==> src/mmir_pkg.sv <==
package mmir_pkg;

	// ------------------------------------------------------------
	// Register map
	// ------------------------------------------------------------
	localparam int MMIR_NUM_REGS = 10;
	localparam int MMIR_ADDR_W = 4;
	localparam int MMIR_DATA_W = 8;
	localparam logic [3:0] MMIR_OFF_HALL_EDGE = 4'h0;
	localparam logic [3:0] MMIR_OFF_PIN_EDGE = 4'h1;
	localparam logic [3:0] MMIR_OFF_NF_EDGE = 4'h2;
	localparam logic [3:0] MMIR_OFF_CTRL0 = 4'h3;
	localparam logic [3:0] MMIR_OFF_CTRL1 = 4'h4;
	localparam logic [3:0] MMIR_OFF_CTRL2 = 4'h5;
	localparam logic [3:0] MMIR_OFF_CTRL3 = 4'h6;
	localparam logic [3:0] MMIR_OFF_HALL_SUB = 4'h7;
	localparam logic [3:0] MMIR_OFF_CAP_SUB = 4'h8;
	localparam logic [3:0] MMIR_OFF_PWM_SUB = 4'h9;

	// Implemented bits, indexed by offset
	localparam logic [7:0] MMIR_REG_MASK [MMIR_NUM_REGS] = '{
		8'h7F, 8'h03, 8'hC0, 8'h7F, 8'hFF, 8'hFF, 8'hFF, 8'h77, 8'hFF, 8'hFF
	};
	localparam logic [7:0] MMIR_REG_RESET = 8'h00;

	// ------------------------------------------------------------
	// Field positions
	// ------------------------------------------------------------
	localparam int MMIR_HALL_A_SEL_LSB = 0;
	localparam int MMIR_HALL_B_SEL_LSB = 2;
	localparam int MMIR_HALL_C_SEL_LSB = 4;
	localparam int MMIR_HALL_SRC_BIT = 6;
	localparam int MMIR_PIN_SEL_LSB = 0;
	localparam int MMIR_NF_SEL_LSB = 6;
	localparam int MMIR_GATE_BIT = 0;
	localparam int MMIR_FLAG_HI = 7;
	localparam int MMIR_FLAG_LO = 4;
	localparam int MMIR_EN_HI = 3;
	localparam int MMIR_EN_LO = 0;

	// Edge select codes
	localparam logic [1:0] MMIR_EDGE_OFF = 2'h0;
	localparam logic [1:0] MMIR_EDGE_RISE = 2'h1;
	localparam logic [1:0] MMIR_EDGE_FALL = 2'h2;
	localparam logic [1:0] MMIR_EDGE_BOTH = 2'h3;

	// ------------------------------------------------------------
	// Carriers
	// ------------------------------------------------------------
	typedef struct packed {
		logic wr;
		logic rd;
		logic [MMIR_ADDR_W-1:0] addr;
		logic [MMIR_DATA_W-1:0] wdata;
	} mmir_bus_req_t;

	typedef struct packed {
		logic hall_a;
		logic hall_b;
		logic hall_c;
		logic ext_pin;
		logic filtered_input_pin;
	} mmir_pins_t;

	typedef struct packed {
		logic comparator;
		logic overcurrent;
		logic low_voltage;
		logic time_base;
		logic eeprom;
		logic uart;
		logic [6:3] group_n;
		logic capture_compare;
		logic capture_overflow;
		logic adc_limit;
		logic adc_done;
		logic pwm_period;
		logic [2:0] pwm_duty;
	} mmir_evt_t;

endpackage : mmir_pkg

==> src/mmir_top.sv <==
// Functional notes
// - Hall edge fields at bits 5:4, 3:2, 1:0
// - Edge codes: off, rise, fall, both
// - External pin edge field at bits 1:0
// - Filtered input edge field at bits 7:6
// - Unimplemented bits read zero, ignore writes
// - Global gate bit blocks all interrupts
// - Enable passes source; flag shows pending request
// - Control 0: comparator, pin, hall group pairs
// - Control 1: overcurrent, low voltage, group1, filtered
// - Control 2: groups 5..2 flags and enables
// - Control 3: time base, group6, eeprom, uart
// - Hall sub flags 6:4, enables 2:0
// - Capture and converter sub flag/enable pairs
// - PWM period and duty sub flag/enable pairs
// - Sub flags cleared only by software writes
// - Hall source select bit stored, forwarded out
// - Flags set even when source disabled
// - Core accept clears gate; flags still record
`timescale 1ns/100ps

// ------------------------------------------------------------
// Synchroniser and selectable edge detector
// ------------------------------------------------------------
module mmir_edge_det (
	// Clock and reset
	input wire logic clock,
	input wire logic rst_n,
	// Pin and edge select
	input wire logic pin,
	input wire logic [1:0] sel,
	// Detected edge
	output logic hit
);
	logic sync1_q;
	logic sync2_q;
	logic last_q;

	always_ff @(posedge clock or negedge rst_n) begin
		if (!rst_n) begin
			sync1_q <= 1'b0;
			sync2_q <= 1'b0;
			last_q <= 1'b0;
		end else begin
			sync1_q <= pin;
			sync2_q <= sync1_q;
			last_q <= sync2_q;
		end
	end

	// Bit 0 of the code picks rising, bit 1 falling; zero picks neither
	assign hit = (sel[0] & sync2_q & ~last_q) | (sel[1] & ~sync2_q & last_q);

endmodule : mmir_edge_det

// ------------------------------------------------------------
// Interrupt enable and flag registers
// ------------------------------------------------------------
module mmir_top (
	// Clock and reset
	input wire logic clock,
	input wire logic rst_n,
	// Register port
	input wire mmir_pkg::mmir_bus_req_t bus,
	output logic [7:0] rdata,
	// Edge-triggered inputs from pins and filters
	input wire mmir_pkg::mmir_pins_t pins,
	// Event pulses from peripherals
	input wire mmir_pkg::mmir_evt_t evt,
	// Core side
	input wire logic irq_ack,
	output logic irq_req,
	// Hall input logic
	output logic hall_source_sel
);
	logic [7:0] regs_q [mmir_pkg::MMIR_NUM_REGS];
	logic [7:0] regs_next [mmir_pkg::MMIR_NUM_REGS];
	logic [7:0] set_vec [mmir_pkg::MMIR_NUM_REGS];
	logic hall_a_hit;
	logic hall_b_hit;
	logic hall_c_hit;
	logic ext_hit;
	logic nf_hit;
	logic group0_any;
	logic group1_any;
	logic group2_any;
	logic pending;
	logic gate;
	logic [7:0] c0;
	logic [7:0] c1;
	logic [7:0] c2;
	logic [7:0] c3;

	assign c0 = regs_q[mmir_pkg::MMIR_OFF_CTRL0];
	assign c1 = regs_q[mmir_pkg::MMIR_OFF_CTRL1];
	assign c2 = regs_q[mmir_pkg::MMIR_OFF_CTRL2];
	assign c3 = regs_q[mmir_pkg::MMIR_OFF_CTRL3];
	assign gate = c0[mmir_pkg::MMIR_GATE_BIT];

	// ------------------------------------------------------------
	// Edge detection
	// ------------------------------------------------------------
	mmir_edge_det u_hall_a (
		.clock(clock),
		.rst_n(rst_n),
		.pin(pins.hall_a),
		.sel(regs_q[mmir_pkg::MMIR_OFF_HALL_EDGE][mmir_pkg::MMIR_HALL_A_SEL_LSB +: 2]),
		.hit(hall_a_hit)
	);
	mmir_edge_det u_hall_b (
		.clock(clock),
		.rst_n(rst_n),
		.pin(pins.hall_b),
		.sel(regs_q[mmir_pkg::MMIR_OFF_HALL_EDGE][mmir_pkg::MMIR_HALL_B_SEL_LSB +: 2]),
		.hit(hall_b_hit)
	);
	mmir_edge_det u_hall_c (
		.clock(clock),
		.rst_n(rst_n),
		.pin(pins.hall_c),
		.sel(regs_q[mmir_pkg::MMIR_OFF_HALL_EDGE][mmir_pkg::MMIR_HALL_C_SEL_LSB +: 2]),
		.hit(hall_c_hit)
	);
	mmir_edge_det u_ext (
		.clock(clock),
		.rst_n(rst_n),
		.pin(pins.ext_pin),
		.sel(regs_q[mmir_pkg::MMIR_OFF_PIN_EDGE][mmir_pkg::MMIR_PIN_SEL_LSB +: 2]),
		.hit(ext_hit)
	);
	mmir_edge_det u_nf (
		.clock(clock),
		.rst_n(rst_n),
		.pin(pins.filtered_input_pin),
		.sel(regs_q[mmir_pkg::MMIR_OFF_NF_EDGE][mmir_pkg::MMIR_NF_SEL_LSB +: 2]),
		.hit(nf_hit)
	);

	// ------------------------------------------------------------
	// Group summaries and pending request
	// ------------------------------------------------------------
	always_comb begin
		group0_any = |(regs_q[mmir_pkg::MMIR_OFF_HALL_SUB][7:4]
			& regs_q[mmir_pkg::MMIR_OFF_HALL_SUB][3:0]);
		group1_any = |(regs_q[mmir_pkg::MMIR_OFF_CAP_SUB][7:4]
			& regs_q[mmir_pkg::MMIR_OFF_CAP_SUB][3:0]);
		group2_any = |(regs_q[mmir_pkg::MMIR_OFF_PWM_SUB][7:4]
			& regs_q[mmir_pkg::MMIR_OFF_PWM_SUB][3:0]);
		pending = |(c0[6:4] & c0[3:1]) | |(c1[7:4] & c1[3:0])
			| |(c2[7:4] & c2[3:0]) | |(c3[7:4] & c3[3:0]);
	end

	// ------------------------------------------------------------
	// Hardware set vectors
	// ------------------------------------------------------------
	always_comb begin
		for (int i = 0; i < mmir_pkg::MMIR_NUM_REGS; i++) begin
			set_vec[i] = mmir_pkg::MMIR_REG_RESET;
		end
		set_vec[mmir_pkg::MMIR_OFF_CTRL0][6:4] = {evt.comparator, ext_hit, group0_any};
		set_vec[mmir_pkg::MMIR_OFF_CTRL1][7:4] =
			{evt.overcurrent, evt.low_voltage, group1_any, nf_hit};
		set_vec[mmir_pkg::MMIR_OFF_CTRL2][7:4] =
			{evt.group_n[5], evt.group_n[4], evt.group_n[3], group2_any};
		set_vec[mmir_pkg::MMIR_OFF_CTRL3][7:4] =
			{evt.time_base, evt.group_n[6], evt.eeprom, evt.uart};
		set_vec[mmir_pkg::MMIR_OFF_HALL_SUB][6:4] = {hall_c_hit, hall_b_hit, hall_a_hit};
		set_vec[mmir_pkg::MMIR_OFF_CAP_SUB][7:4] = {evt.capture_compare, evt.capture_overflow,
			evt.adc_limit, evt.adc_done};
		set_vec[mmir_pkg::MMIR_OFF_PWM_SUB][7:4] = {evt.pwm_period, evt.pwm_duty};
	end

	// ------------------------------------------------------------
	// Register next state
	// ------------------------------------------------------------
	always_comb begin
		for (int i = 0; i < mmir_pkg::MMIR_NUM_REGS; i++) begin
			// Only software writes clear a flag; a same-cycle event wins
			regs_next[i] = (bus.wr && bus.addr == 4'(i))
				? (bus.wdata & mmir_pkg::MMIR_REG_MASK[i]) : regs_q[i];
			regs_next[i] = regs_next[i] | (set_vec[i] & mmir_pkg::MMIR_REG_MASK[i]);
		end
		if (irq_ack) begin
			regs_next[mmir_pkg::MMIR_OFF_CTRL0][mmir_pkg::MMIR_GATE_BIT] = 1'b0;
		end
	end

	always_ff @(posedge clock or negedge rst_n) begin
		if (!rst_n) begin
			for (int i = 0; i < mmir_pkg::MMIR_NUM_REGS; i++) begin
				regs_q[i] <= mmir_pkg::MMIR_REG_RESET;
			end
		end else begin
			for (int i = 0; i < mmir_pkg::MMIR_NUM_REGS; i++) begin
				regs_q[i] <= regs_next[i];
			end
		end
	end

	// ------------------------------------------------------------
	// Read port
	// ------------------------------------------------------------
	always_ff @(posedge clock or negedge rst_n) begin
		if (!rst_n) begin
			rdata <= 8'h00;
		end else if (bus.rd && bus.addr < 4'(mmir_pkg::MMIR_NUM_REGS)) begin
			rdata <= regs_q[bus.addr];
		end else begin
			rdata <= 8'h00;
		end
	end

	// ------------------------------------------------------------
	// Core request
	// ------------------------------------------------------------
	always_ff @(posedge clock or negedge rst_n) begin
		if (!rst_n) begin
			irq_req <= 1'b0;
		end else begin
			irq_req <= gate & pending & ~irq_ack;
		end
	end

	// ------------------------------------------------------------
	// Hall source select
	// ------------------------------------------------------------
	always_ff @(posedge clock or negedge rst_n) begin
		if (!rst_n) begin
			hall_source_sel <= 1'b0;
		end else begin
			hall_source_sel <= regs_q[mmir_pkg::MMIR_OFF_HALL_EDGE][mmir_pkg::MMIR_HALL_SRC_BIT];
		end
	end

	// ------------------------------------------------------------
	// Assertions
	// ------------------------------------------------------------
	unimp_read_zero_a: assert property (@(posedge clock) disable iff (!rst_n)
		bus.rd && bus.addr == mmir_pkg::MMIR_OFF_PIN_EDGE |=> rdata[7:2] == 6'h00)
		else $error("unimplemented bits read nonzero");

	gate_blocks_a: assert property (@(posedge clock) disable iff (!rst_n)
		!gate |=> !irq_req)
		else $error("request raised with gate closed");

	enabled_req_a: assert property (@(posedge clock) disable iff (!rst_n)
		gate && c3[7] && c3[3] && !irq_ack |=> irq_req)
		else $error("enabled pending source not requested");

	ack_clears_gate_a: assert property (@(posedge clock) disable iff (!rst_n)
		irq_ack |=> !gate && !irq_req)
		else $error("gate not cleared on accept");

	flag_when_off_a: assert property (@(posedge clock) disable iff (!rst_n)
		evt.comparator && !c0[3] |=> c0[6])
		else $error("disabled source flag not set");

	sub_flag_held_a: assert property (@(posedge clock) disable iff (!rst_n)
		regs_q[mmir_pkg::MMIR_OFF_PWM_SUB][7]
		&& !(bus.wr && bus.addr == mmir_pkg::MMIR_OFF_PWM_SUB)
		|=> regs_q[mmir_pkg::MMIR_OFF_PWM_SUB][7])
		else $error("sub flag dropped without write");

	group_set_a: assert property (@(posedge clock) disable iff (!rst_n)
		group0_any && !(bus.wr && bus.addr == mmir_pkg::MMIR_OFF_CTRL0) |=> c0[4])
		else $error("hall group flag not set");

	pin_rise_flag_a: assert property (@(posedge clock) disable iff (!rst_n)
		$rose(pins.ext_pin)
		&& regs_q[mmir_pkg::MMIR_OFF_PIN_EDGE][1:0] == mmir_pkg::MMIR_EDGE_RISE
		&& !bus.wr ##1 !bus.wr[*2] |=> c0[5])
		else $error("pin rising edge not flagged");

	rdata_idle_a: assert property (@(posedge clock) disable iff (!rst_n)
		!bus.rd |=> rdata == 8'h00)
		else $error("read data not zero outside a read");

	high_addr_a: assert property (@(posedge clock) disable iff (!rst_n)
		bus.rd && bus.addr > mmir_pkg::MMIR_OFF_PWM_SUB |=> rdata == 8'h00)
		else $error("read beyond register set nonzero");

	read_data_a: assert property (@(posedge clock) disable iff (!rst_n)
		bus.rd && bus.addr == mmir_pkg::MMIR_OFF_CTRL3 |=> rdata == $past(c3))
		else $error("read data differs from register");

	pin_mask_a: assert property (@(posedge clock) disable iff (!rst_n)
		regs_q[mmir_pkg::MMIR_OFF_PIN_EDGE][7:2] == 6'h00)
		else $error("pin edge register spare bits set");

	nf_mask_a: assert property (@(posedge clock) disable iff (!rst_n)
		regs_q[mmir_pkg::MMIR_OFF_NF_EDGE][5:0] == 6'h00)
		else $error("filtered edge register spare bits set");

	src_sel_a: assert property (@(posedge clock) disable iff (!rst_n)
		1'b1 |=> hall_source_sel == $past(regs_q[mmir_pkg::MMIR_OFF_HALL_EDGE][6]))
		else $error("hall source select not forwarded");

	uart_set_a: assert property (@(posedge clock) disable iff (!rst_n)
		evt.uart |=> c3[4])
		else $error("uart flag not set");

	overcurrent_set_a: assert property (@(posedge clock) disable iff (!rst_n)
		evt.overcurrent |=> c1[7])
		else $error("overcurrent flag not set");

	group5_set_a: assert property (@(posedge clock) disable iff (!rst_n)
		evt.group_n[5] |=> c2[7])
		else $error("group 5 flag not set");

	capture_set_a: assert property (@(posedge clock) disable iff (!rst_n)
		evt.capture_compare |=> regs_q[mmir_pkg::MMIR_OFF_CAP_SUB][7])
		else $error("capture compare flag not set");

	duty_set_a: assert property (@(posedge clock) disable iff (!rst_n)
		evt.pwm_duty[0] |=> regs_q[mmir_pkg::MMIR_OFF_PWM_SUB][4])
		else $error("duty match flag not set");

	nf_flag_a: assert property (@(posedge clock) disable iff (!rst_n)
		nf_hit |=> c1[4])
		else $error("filtered input flag not set");

	req_pending_a: assert property (@(posedge clock) disable iff (!rst_n)
		!pending |=> !irq_req)
		else $error("request raised with nothing pending");

	hall_sub_held_a: assert property (@(posedge clock) disable iff (!rst_n)
		regs_q[mmir_pkg::MMIR_OFF_HALL_SUB][4]
		&& !(bus.wr && bus.addr == mmir_pkg::MMIR_OFF_HALL_SUB)
		|=> regs_q[mmir_pkg::MMIR_OFF_HALL_SUB][4])
		else $error("hall sub flag dropped without write");

	irq_taken_c: cover property (@(posedge clock) disable iff (!rst_n) irq_req ##1 irq_ack);
	hall_group_c: cover property (@(posedge clock) disable iff (!rst_n) hall_a_hit ##[1:3] c0[4]);
	both_edge_c: cover property (@(posedge clock) disable iff (!rst_n)
		regs_q[mmir_pkg::MMIR_OFF_NF_EDGE][7:6] == mmir_pkg::MMIR_EDGE_BOTH && nf_hit);
	group_req_c: cover property (@(posedge clock) disable iff (!rst_n)
		group1_any && c1[1] && irq_req);
	sub_clear_c: cover property (@(posedge clock) disable iff (!rst_n)
		$fell(regs_q[mmir_pkg::MMIR_OFF_CAP_SUB][4]));

endmodule : mmir_top

==> config.mk <==
export PLATFORM = sky130hd
export DESIGN_NAME = mmir_top
export DESIGN_NICKNAME = d
export VERILOG_FILES = /design/src/mmir_pkg.sv /design/src/mmir_top.sv
export SDC_FILE = /design/constraint.sdc
export NUM_CORES = 1
export LEC_CHECK = 0
export BUFFER_PORTS_ARGS = -buffer_cell sky130_fd_sc_hd__buf_2
export CORE_UTILIZATION = 40
export DETAILED_ROUTE_END_ITERATION = 10
export HOLD_SLACK_MARGIN = 0.08
export PLACE_DENSITY_LB_ADDON = 0.2
export RECOVER_POWER = 100
export SYNTH_ARGS = -nofsm -noshare
export SYNTH_HDL_FRONTEND = slang
export SYNTH_SLANG_ARGS = --single-unit
==> constraint.sdc <==
create_clock -name clock -period 3.07 [get_ports clock]
set_input_delay 0.307 -clock clock [delete_from_list [all_inputs] [get_ports clock]]
set_output_delay 0.307 -clock clock [all_outputs]
set_load 0.03 [all_outputs]
==> parameters.txt, run 1 <==
Parameter                              Value

Critical path
  Data required time at the worst endpoint ... 3.33 ns
  Worst-path maximum fanout ... 22
  Worst endpoint data arrival time ... 2.51 ns
  Startpoint types ... primary input
  Total number of cells along the worst setup path ... 4
  Critical path's slowest cell ... nor3b_1
  Register-to-Register Setup Slack ... 1.75 ns
  Crit-path leading delay family ... simple AND/OR/NAND/NOR gates
  R2R cell count ... 4
  Type of the setup path with the least slack ... in -> reg
  Bufs and invs on worst path ... 1
  Kind of end point of the critical path ... flop
  Ordered cell list for the critical path ... clkbuf_1, nor3b_1, nand2_1, mux2_2
  Max incr delay on CP ... 0.96 ns

Place
  Weighted congestion at the end of routability-driven global placement ... 0.846
  Placed Instance Area ... 4400 um^2
  Port bufs ... 49
  HPWL after detailed placement ... 7420 um

Clock network
  Clock tree from TritonCTS ... built
  Clock insertion delay at the later pin of the skew report ... 0.37 ns
  PostCTS Resize Cnt ... 0
  Max H-tree Level ... 3
  Max Buffers Root-to-Sink ... 2
  Root buffer selected by CTS ... clkbuf_8
  # clock sinks ... 89
  Clock-pin slew of the registers on the worst-case setup and hold paths ... 0.09 ns
  Number of buffers added by the clock tree synthesis step ... 9

Pwr
  Flop pwr share ... 49.6%
  Maximum resistive drop on vdd ... 271 uV
  Leakage power ... 1.94 nW
  Power Internal ... 2.16 mW
  Net Switching ... 0.764 mW
  Pwr/cell area ... 625 nW/um^2
  Clock group share of total power ... 36.0%
  Switching Fraction ... 26.1%
  Combinational Power Share ... 14.5%

Timing
  Final Hold Fails ... 0
  Number of pins with negative max-slew slack in the final report ... 66
  RSZ-0062 raised after global routing ... no
  Minimum clock period ... 2.25 ns
  Hold_ws ... 0.100 ns
  Part of the cycle the worst path needs ... 73.2%
  Tightest slew margin relative to the limit ... -6.99%
  Maximum achievable frequency ... 0.445 GHz
  Endpoints failing setup ... 0
  Worst Max-Slew Pin Slew ... 1.60 ns
  Setup skew after layout ... 0.00952 ns
  Sum Neg Setup Slack ... 0 ns

Global routing
  Wire length of the first global-routing pass ... 16000 um
  Met3 GRT Util ... 4.65%
  Number of antenna violations at the first check in global routing ... 0
  Overflow after GRT ... 0
  GR Util met1 ... 28.8%
  GRT Max-Usage Layer ... met2
  Vias in the first global route ... 2829
  Tot GR Track Use ... 21.8%
  Pin count of the biggest net entering global routing ... 66
  Met2 Use GR ... 34.7%

Floorplan
  Number of I/O pins ... 50
  Area inside the core boundary ... 9770 um^2
  Initial cell density of the core ... 41.3%
  Area enclosed by the die boundary ... 10500 um^2
  Die height ... 102 um
  Die boundary width ... 102 um
  FP Rows ... 36

Detailed routing
  Post-Route WL ... 10500 um
  Final antenna-violating net count ... 0
  Remaining routing DRC violations ... 0
  Number of DRC violations after detailed-routing iteration 0 ... 154
  Routed vias/inst ... 5.50
  Routed length per instance ... 20.3 um
  Number of vias after detailed routing ... 2833
  Total iterations of the first detailed-routing run ... 4

Synthesis
  Fraction of registers with async set/reset ... 100%
  Post-synth net total ... 360
  Share of the yosys chip area belonging to registers ... 55.2%
  Number of warnings printed during yosys synthesis ... 0
  Post-synth EDFFs ... 0
  Instance count of the mapped netlist ... 320
  Synthesis-stage register bit count ... 89
  Syn Std Cell Area ... 4040 um^2
  Main synth FF type ... dfrtp_1
  Count of unique library cells instantiated by Yosys ... 39
  Mapped Avg Cell Area ... 12.6 um^2

Finish
  Final instance area ... 4680 um^2
  Share of layout cells above drive strength 1 ... 26.4%
  Ant. Diodes ... 0
  Final-stage net count ... 417
  Area delta synth->final ... 16.0%

Outcome
  Failing checks ... capacitance limit, slew limit
  Outcome ... finished with violations

Worst hold path
  Hold Path Cell Cnt ... 2
  Type of the worst min-delay path ... in -> reg

Job
  Count of max-cap constraint violations ... 1
cell families (layout without fill, tap and decap cells):
family | Yosys count | count (layout) | synth area share (%)
muxes | 65 | 65 | 18.2
AOI/OAI and AO/OA | 63 | 63 | 11.8
DFF | 89 | 89 | 55.2
and+or+nand+nor | 83 | 83 | 12.0
buffers and inverters | 20 | 82 | 2.79
state kept, by name, summed over array words and instances (netlist names), 7 cells and up:
signal / count
c2: 8
regs_q: 33
c0: 7
c3: 8
rdata: 8
c1: 8
cell type report:
type	instances	area, um^2
clock inverters	6	138
fillers	943	5090
flip-flops and latches	89	2230
well taps	133	166
clock buffers	10	128
multi-input cells	211	1670
inverters	6	22.5
repair buffers	60	329
synth_stat cells (3+ instances only):
library cell,n,area [um^2]
mux2i_1,25,250
dfrtp_1,89,2230
o211ai_1,5,37.5
o32a_1,3,30.0
mux2_2,37,417
nor2_1,9,33.8
clkbuf_1,4,15.0
nand3_1,10,50.1
o21ai_0,5,25.0
a211o_1,14,123
a211oi_1,7,52.6
nor3_1,3,15.0
nand2_1,18,67.6
nor2b_1,18,113
a21oi_1,5,25.0
buf_2,3,15.0
a22oi_1,7,52.6
buf_4,5,37.5
nand2b_1,3,18.8
inv_1,6,22.5
mux4_2,3,67.6
nand3b_1,11,82.6
o22ai_1,7,43.8
worst paths after layout:
path                          startpoint            end
setup / recovery                  bus[8]     regs_q[10]
hold / removal                   irq_ack          c0[0]
setup reg to reg              regs_q[73]       rdata[1]
hold reg to reg            u_ext.sync1_q  u_ext.sync2_q
max in group asynchronous          rst_n          c2[6]
min in group asynchronous          rst_n          c3[7]
metal layers:
| layer | vias to the layer above | wire (um) |
|---|---|---|
| met4 | 0 | 244 |
| met3 | 19 | 526 |
| met1 | 1425 | 4690 |
| met2 | 86 | 5010 |
| li1 | 1303 | - |
| met5 | - | 0 |
layout by cell type (no fill, tap or decap), types with 3 or more instances in the layout:
| cell type | netlist | routed |
|---|---|---|
| nor2b_1 | 18 | 18 |
| clkbuf_1 | 4 | 12 |
| a211oi_1 | 7 | 7 |
| dlygate4sd3_1 | 0 | 6 |
| nand3b_1 | 11 | 11 |
| o211ai_1 | 5 | 5 |
| o22ai_1 | 7 | 7 |
| nand2_1 | 18 | 19 |
| o32a_1 | 3 | 3 |
| nor2_1 | 9 | 11 |
| mux2i_1 | 25 | 25 |
| buf_2 | 3 | 37 |
| a211o_1 | 14 | 14 |
| clkbuf_8 | 0 | 9 |
| dfrtp_1 | 89 | 89 |
| buf_4 | 5 | 5 |
| nor3_1 | 3 | 4 |
| nand3_1 | 10 | 10 |
| inv_1 | 6 | 6 |
| a21oi_1 | 5 | 5 |
| nand2b_1 | 3 | 3 |
| a22oi_1 | 7 | 7 |
| mux4_2 | 3 | 3 |
| bufinv_16 | 0 | 4 |
| mux2_2 | 37 | 37 |
| o21ai_0 | 5 | 5 |
stage by stage:
stage	worst slack [ns]	total power [mW]	std cells	utilization [%]
after floorplan	1.61	1.72	320	-
after global placement	0.981	1.88	493	45.0
after detailed placement	0.930	1.90	493	45.0
after CTS	1.32	2.96	515	48.3
after global routing	0.587	3.05	515	47.9
final	0.821	2.93	515	47.9
what timing repair did:
item / 4_1_cts / 5_1_grt
hold endpoints to repair: 68 / 0
hold buffers: 6 / 0
buffers inserted: 0 / 0
power groups by stage:
stage / sequential, mW / combinational, mW / clock (mW)
after floorplan: 1.44 / 0.277 / 0
after global placement: 1.47 / 0.420 / 0
after detailed placement: 1.47 / 0.428 / 0
after CTS: 1.45 / 0.435 / 1.08
after global routing: 1.47 / 0.465 / 1.12
final: 1.45 / 0.423 / 1.05
worst reg2reg max path, cell delays in order, from the launching register on:
cell	delay, ns
dfrtp_1	0.40
nor2b_1	0.13
a211oi_1	0.27
a211oi_1	0.08
o32a_1	0.31
No activity file was read; power rests on OpenSTA's default activity.
==> inputs of run 2 (changes only) <==
--- a/config.mk
+++ b/config.mk
@@ -5,6 +5,7 @@
 export SDC_FILE = /design/constraint.sdc
 export NUM_CORES = 1
 export LEC_CHECK = 0
+export ABC_AREA = 1
 export BUFFER_PORTS_ARGS = -buffer_cell sky130_fd_sc_hd__buf_2
 export CORE_UTILIZATION = 40
 export DETAILED_ROUTE_END_ITERATION = 10
==> constraint.sdc (replaced) <==
create_clock -name clock -period 2 [get_ports clock]
set_input_delay 0.2 -clock clock [delete_from_list [all_inputs] [get_ports clock]]
set_output_delay 0.2 -clock clock [all_outputs]
set_load 0.03 [all_outputs]
==> run 2 against run 1 <==
Effect of this change:
- the run now ends clean
- non-clock buffer count grew 21
- sequential share of layout area shrank 1.3 points
- global-route usage grew 1.2 points
- largest power group unchanged
- highest routed layer unchanged
==> parameters.txt, run 2 <==
Parameter                              Value

Detailed routing
  Final antenna-violating net count ... 0
  Total iterations of the first detailed-routing run ... 5
  Number of vias after detailed routing ... 3545
  Number of DRC violations after detailed-routing iteration 0 ... 261
  Post-Route WL ... 11100 um
  Routed length per instance ... 15.9 um
  Routed vias/inst ... 5.12
  Remaining routing DRC violations ... 0

Worst hold path
  Launch point of the worst hold path ... bus[13]
  Type of the worst min-delay path ... in -> reg
  Hold Path Cell Cnt ... 3
  Endpoint with the worst hold slack ... regs_q[64]

Synthesis
  Mapped Avg Cell Area ... 8.50 um^2
  Number of warnings printed during yosys synthesis ... 0
  Cells taking the most area after synthesis ... dfrtp_1 54%, nand2_1 16%, o21ai_1 6.2%
  Synthesis-stage register bit count ... 89
  Post-synth net total ... 523
  Post-synth EDFFs ... 0
  Top-count cell post-synth ... nand2_1
  Fraction of registers with async set/reset ... 100%
  Library cell with the largest summed area after synthesis ... dfrtp_1
  Main synth FF type ... dfrtp_1
  Share of the yosys chip area belonging to registers ... 54.3%
  Syn Std Cell Area ... 4100 um^2
  Top-area cell type share of the netlist area ... 54.3%
  Count of unique library cells instantiated by Yosys ... 25
  Instance count of the mapped netlist ... 483
  Most common library cells after synthesis ... 172 x nand2_1, 89 x dfrtp_1, 51 x o21ai_1, 40 x nand3_1

Timing
  Final worst-path setup slack ... 0.577 ns
  Endpoints failing setup ... 0
  Worst Max-Slew Pin Slew ... 0.567 ns
  Tightest slew margin relative to the limit ... 62.2%
  RSZ-0062 raised after global routing ... no
  Part of the cycle the worst path needs ... 71.2%
  Minimum clock period ... 1.42 ns
  Sum Neg Setup Slack ... 0 ns
  Setup skew after layout ... 0.0136 ns
  Hold_ws ... 0.244 ns
  Final Hold Fails ... 0
  Maximum achievable frequency ... 0.703 GHz
  Number of pins with negative max-slew slack in the final report ... 0

Finish
  Ant. Diodes ... 0
  Top register by number of flip-flops ... regs_q
  Number of flip-flops under the largest register name ... 33
  Most common library cell in the layout ignoring fill and taps ... nand2_1
  Commonest cells after routing, fill and taps aside ... 173 x nand2_1, 89 x dfrtp_1, 48 x o21ai_0, 42 x nand3_1, 38 x buf_2
  Number of non-filler instances in the completed layout ... 693
  Final-stage net count ... 596
  Share of layout cells above drive strength 1 ... 12.1%
  Area delta synth->final ... 17.1%

Global routing
  Overflow after GRT ... 0
  Vias in the first global route ... 3228
  Pin count of the biggest net entering global routing ... 49
  Tot GR Track Use ... 23.0%
  Number of antenna violations at the first check in global routing ... 0
  Wire length of the first global-routing pass ... 17400 um

Critical path
  Worst endpoint data arrival time ... 1.66 ns
  Worst-path maximum fanout ... 23
  Kind of end point of the critical path ... flop
  Data required time at the worst endpoint ... 2.23 ns
  Startpoint types ... primary input
  Max incr delay on CP ... 0.36 ns
  Worst setup path startpoint ... bus[9]
  Register-to-Register Setup Slack ... 0.88 ns
  R2R cell count ... 6
  End of the worst register-to-register path ... irq_req
  Startpoint of the most critical register-to-register path ... c2[1]
  Ordered cell list for the critical path ... buf_2, inv_1, nor2_2, nand3_4, a21oi_1, o21ai_0
  Critical path's slowest cell ... inv_1
  Type of the setup path with the least slack ... in -> reg

Floorplan
  Initial cell density of the core ... 41.6%
  FP Rows ... 36
  Area enclosed by the die boundary ... 10700 um^2
  Die height ... 103 um
  Number of I/O pins ... 50
  Area inside the core boundary ... 9860 um^2
  Die boundary width ... 103 um

Pwr
  Switching Fraction ... 31.2%
  Combinational Power Share ... 17.8%
  Pwr/cell area ... 826 nW/um^2
  Flop pwr share ... 55.3%
  Net Switching ... 1.24 mW
  Clock group share of total power ... 27.0%
  Maximum resistive drop on vdd ... 443 uV
  Leakage power ... 2.31 nW
  Power Internal ... 2.73 mW

Clock network
  Clock-pin slew of the registers on the worst-case setup and hold paths ... 0.09 ns
  Max Buffers Root-to-Sink ... 2
  Clock tree from TritonCTS ... built
  Max H-tree Level ... 3
  PostCTS Resize Cnt ... 0
  Number of buffers added by the clock tree synthesis step ... 9
  Clock insertion delay at the later pin of the skew report ... 0.38 ns
  # clock sinks ... 89
  Root buffer selected by CTS ... clkbuf_8

Job
  Count of max-cap constraint violations ... 0

Place
  Weighted congestion at the end of routability-driven global placement ... 0.922
  Cell count after placement ... 653
  Pre-CTS setup slack ... 0.346 ns
  Port bufs ... 49
  HPWL after detailed placement ... 7870 um

Outcome
  Outcome ... complete, no violations
[run 2: worst max-delay path by stage]
stage,end
after floorplan,regs_q[2]
after global placement,c3[4]
after detailed placement,c3[5]
after CTS,c3[5]
after global routing,c3[6]
final,c3[5]
[run 2: power groups by stage]
stage | logic (mW) | clock network [mW] | registers, mW
3_3_place_gp | 0.689 | 0 | 2.22
4_1_cts | 0.737 | 1.11 | 2.19
6_report | 0.705 | 1.07 | 2.20
3_5_place_dp | 0.698 | 0 | 2.23
2_1_floorplan | 0.455 | 0 | 2.19
5_1_grt | 0.804 | 1.18 | 2.22
[run 2: critical path: cells and delay by family]
family / cells / cell delay [ns]
buffers and inverters: 2 / 0.70
AND/OR/NAND/NOR: 2 / 0.49
AO/OA/AOI/OAI: 2 / 0.26
[run 2: cell families (layout without fill, tap and decap cells)]
| group | count (synthesis) | after routing | share of synthesized area [%] |
|---|---|---|---|
| flip-flops | 89 | 89 | 54.3 |
| AND/OR/NAND/NOR | 249 | 249 | 26.9 |
| buffers and inverters | 46 | 123 | 5.49 |
| AO/OA/AOI/OAI | 99 | 99 | 13.3 |
[run 2: metal layers]
metal / track usage, % / vias to the layer above / routed length (um)
met5: 0 / - / 0
met4: 9.43 / 0 / 221
met3: 6.12 / 15 / 771
met2: 33.3 / 130 / 4930
met1: 32.6 / 1669 / 5130
li1: - / 1731 / -
[run 2: area by class of cell]
class	instances	area [um^2]
Fill cell	957	5060
Sequential cell	89	2230
Multi-Input combinational cell	348	1610
Timing Repair Buffer	81	544
Tap cell	133	166
Clock buffer	10	128
Inverter	27	101
Clock inverter	5	33.8
[run 2: metrics by stage]
step                      cell area (um^2)  total power [mW]  util, %
after floorplan                       4100              2.64        -
after global placement                4460              2.91     45.2
after detailed placement              4460              2.92     45.2
after CTS                             4870              4.04     49.4
after global routing                  4810              4.20     48.7
final                                 4810              3.97     48.7
[run 2: what timing repair did]
action                                 in CTS  in global routing
hold buffers                               25                  0
buffers inserted                            0                  0
endpoints found under the hold margin     105                  0
==> inputs of run 3 (changes only) <==
==> constraint.sdc (replaced) <==
create_clock -name clock -period 1.4 [get_ports clock]
set_input_delay 0.14 -clock clock [delete_from_list [all_inputs] [get_ports clock]]
set_output_delay 0.14 -clock clock [all_outputs]
set_load 0.03 [all_outputs]
==> run 3 against run 2 <==
Effect of this change:
- hold slack got worse by 0.017 ns
- flip-flop and latch count did not move
- clock power grew 52%
- via count about the same
==> parameters.txt, run 3 (synthesized netlist as in run 2, its figures left out) <==
Parameter                              Value

Outcome
  Outcome ... complete, no violations

Global routing
  Number of antenna violations at the first check in global routing ... 0
  Vias in the first global route ... 3431
  Overflow after GRT ... 0
  Pin count of the biggest net entering global routing ... 50
  Wire length of the first global-routing pass ... 18400 um
  Tot GR Track Use ... 24.0%

Critical path
  Worst-path maximum fanout ... 14
  Register-to-Register Setup Slack ... 0.21 ns
  Critical path capture point ... regs_q[77]
  Max incr delay on CP ... 0.38 ns
  Startpoint types ... primary input
  Worst endpoint data arrival time ... 1.42 ns
  Worst setup path startpoint ... bus[10]
  Ordered cell list for the critical path ... clkbuf_1, nor2_1, clkbuf_1, nand3_1, buf_4, nand2_1, o21ai_0
  R2R cell count ... 6
  Type of the setup path with the least slack ... in -> reg
  Kind of end point of the critical path ... flop
  Startpoint of the most critical register-to-register path ... c1[7]
  Critical path's slowest cell ... clkbuf_1
  CP most frequent cell ... clkbuf_1
  End of the worst register-to-register path ... irq_req
  Data required time at the worst endpoint ... 1.62 ns

Finish
  Fillcell total ... 972
  Most common library cell in the layout ignoring fill and taps ... nand2_1
  Area delta synth->final ... 20.7%
  Commonest cells after routing, fill and taps aside ... 173 x nand2_1, 89 x dfrtp_1, 41 x o21ai_0, 40 x nand3_1, 37 x buf_2
  Ant. Diodes ... 0
  Final-stage net count ... 609
  Number of flip-flops under the largest register name ... 33
  Final instance area ... 4950 um^2
  Top register by number of flip-flops ... regs_q
  Share of layout cells above drive strength 1 ... 14.8%

Detailed routing
  Final antenna-violating net count ... 0
  Remaining routing DRC violations ... 0
  Routed length per instance ... 16.3 um
  Total iterations of the first detailed-routing run ... 4
  Number of vias after detailed routing ... 3542
  Number of DRC violations after detailed-routing iteration 0 ... 332
  Post-Route WL ... 11500 um
  Routed vias/inst ... 5.01

Pwr
  Leakage power ... 2.39 nW
  Pwr/cell area ... 1180 nW/um^2
  Maximum resistive drop on vdd ... 572 uV

Clock network
  PostCTS Resize Cnt ... 0
  # clock sinks ... 89
  Root buffer selected by CTS ... clkbuf_8
  Post-CTS repair timing setup buffer count ... 0
  Clock-pin slew of the registers on the worst-case setup and hold paths ... 0.09 ns
  Number of buffers added by the clock tree synthesis step ... 9
  Max Buffers Root-to-Sink ... 2
  Clock insertion delay at the later pin of the skew report ... 0.36 ns
  Clock tree from TritonCTS ... built
  Max H-tree Level ... 3

Floorplan
  Die boundary width ... 103 um
  Initial cell density of the core ... 41.6%
  FP Rows ... 36
  Area enclosed by the die boundary ... 10700 um^2
  Die height ... 103 um
  Number of I/O pins ... 50
  Area inside the core boundary ... 9860 um^2

Job
  Count of max-cap constraint violations ... 0

Place
  HPWL after detailed placement ... 8500 um
  Port bufs ... 49
  Weighted congestion at the end of routability-driven global placement ... 0.921
  Placed Instance Area ... 4580 um^2
  Pre-CTS setup slack ... 0.0152 ns

Timing
  Final worst-path setup slack ... 0.203 ns
  Part of the cycle the worst path needs ... 85.5%
  Setup skew after layout ... 0.0105 ns
  Number of pins with negative max-slew slack in the final report ... 0
  Final Hold Fails ... 0
  Worst Max-Slew Pin Slew ... 0.652 ns
  Maximum achievable frequency ... 0.836 GHz
  Minimum clock period ... 1.20 ns
  Tightest slew margin relative to the limit ... 56.5%
  RSZ-0062 raised after global routing ... no
  Sum Neg Setup Slack ... 0 ns
  Endpoints failing setup ... 0

Worst hold path
  Type of the worst min-delay path ... in -> reg
run 3: changes by cell type in the layout (fill, tap and decap cells not counted), sizes merged:
cell,change
clkinvlp,-1
clkbuf,+2
buf,+11
clkinv,+2
run 3: worst max-delay path: cells and delay by family:
family | cells | cell delay, ns
buf+inv | 3 | 0.78
simple gates | 3 | 0.42
compound gates | 1 | 0.08
run 3: worst min-delay path by stage:
stage | from | slack, ns | end | cells after the start
after floorplan | rst_n | -0.16 | c0[0] | 0
after global placement | rst_n | 0.07 | irq_req | 1
after detailed placement | rst_n | 0.07 | irq_req | 1
after CTS | bus[6] | 0.20 | c0[6] | 3
after global routing | bus[6] | 0.23 | c0[6] | 3
final | bus[6] | 0.23 | regs_q[62] | 3
run 3: final cells by class:
class	count	area, um^2	share of cell area, %
Clock inverter	6	43.8	0.884
Timing Repair Buffer	94	662	13.4
Inverter	27	101	2.05
Clock buffer	10	138	2.78
Multi-Input combinational cell	348	1620	32.6
Tap cell	133	166	3.36
Sequential cell	89	2230	44.9
run 3: report_power, final:
| group | total (mW) | internal (mW) | switching, mW | leakage [nW] |
|---|---|---|---|---|
| registers | 3.13 | 2.87 | 0.255 | 1.03 |
| logic | 1.09 | 0.442 | 0.644 | 1.26 |
| clock network | 1.63 | 0.697 | 0.936 | 0.0922 |
| total | 5.85 | 4.01 | 1.84 | 2.39 |
run 3: what timing repair did:
action / in CTS / in global routing
endpoints found under the hold margin: 114 / 0
hold buffers: 25 / 0
endpoints found under the setup margin: 0 / 0
run 3: stage by stage:
stage | total power, mW | hold WS [ns] | cells | util [%]
floorplan | 3.77 | -0.156 | 483 | -
global placement | 4.22 | 0.0663 | 666 | 46.4
detailed placement | 4.24 | 0.0679 | 666 | 46.4
CTS | 5.92 | 0.196 | 707 | 50.8
global route | 6.18 | 0.230 | 707 | 50.2
finish | 5.85 | 0.227 | 707 | 50.2
run 3: routing by layer:
layer	vias to the layer above	global-route usage [%]	wire [um]	share of wire, %
met2	107	36.5	5060	44
met3	14	3.97	485	4.2
met4	0	7.91	182	1.6
li1	1757	-	-	-
met1	1664	34.9	5780	50
met5	-	0	0	0
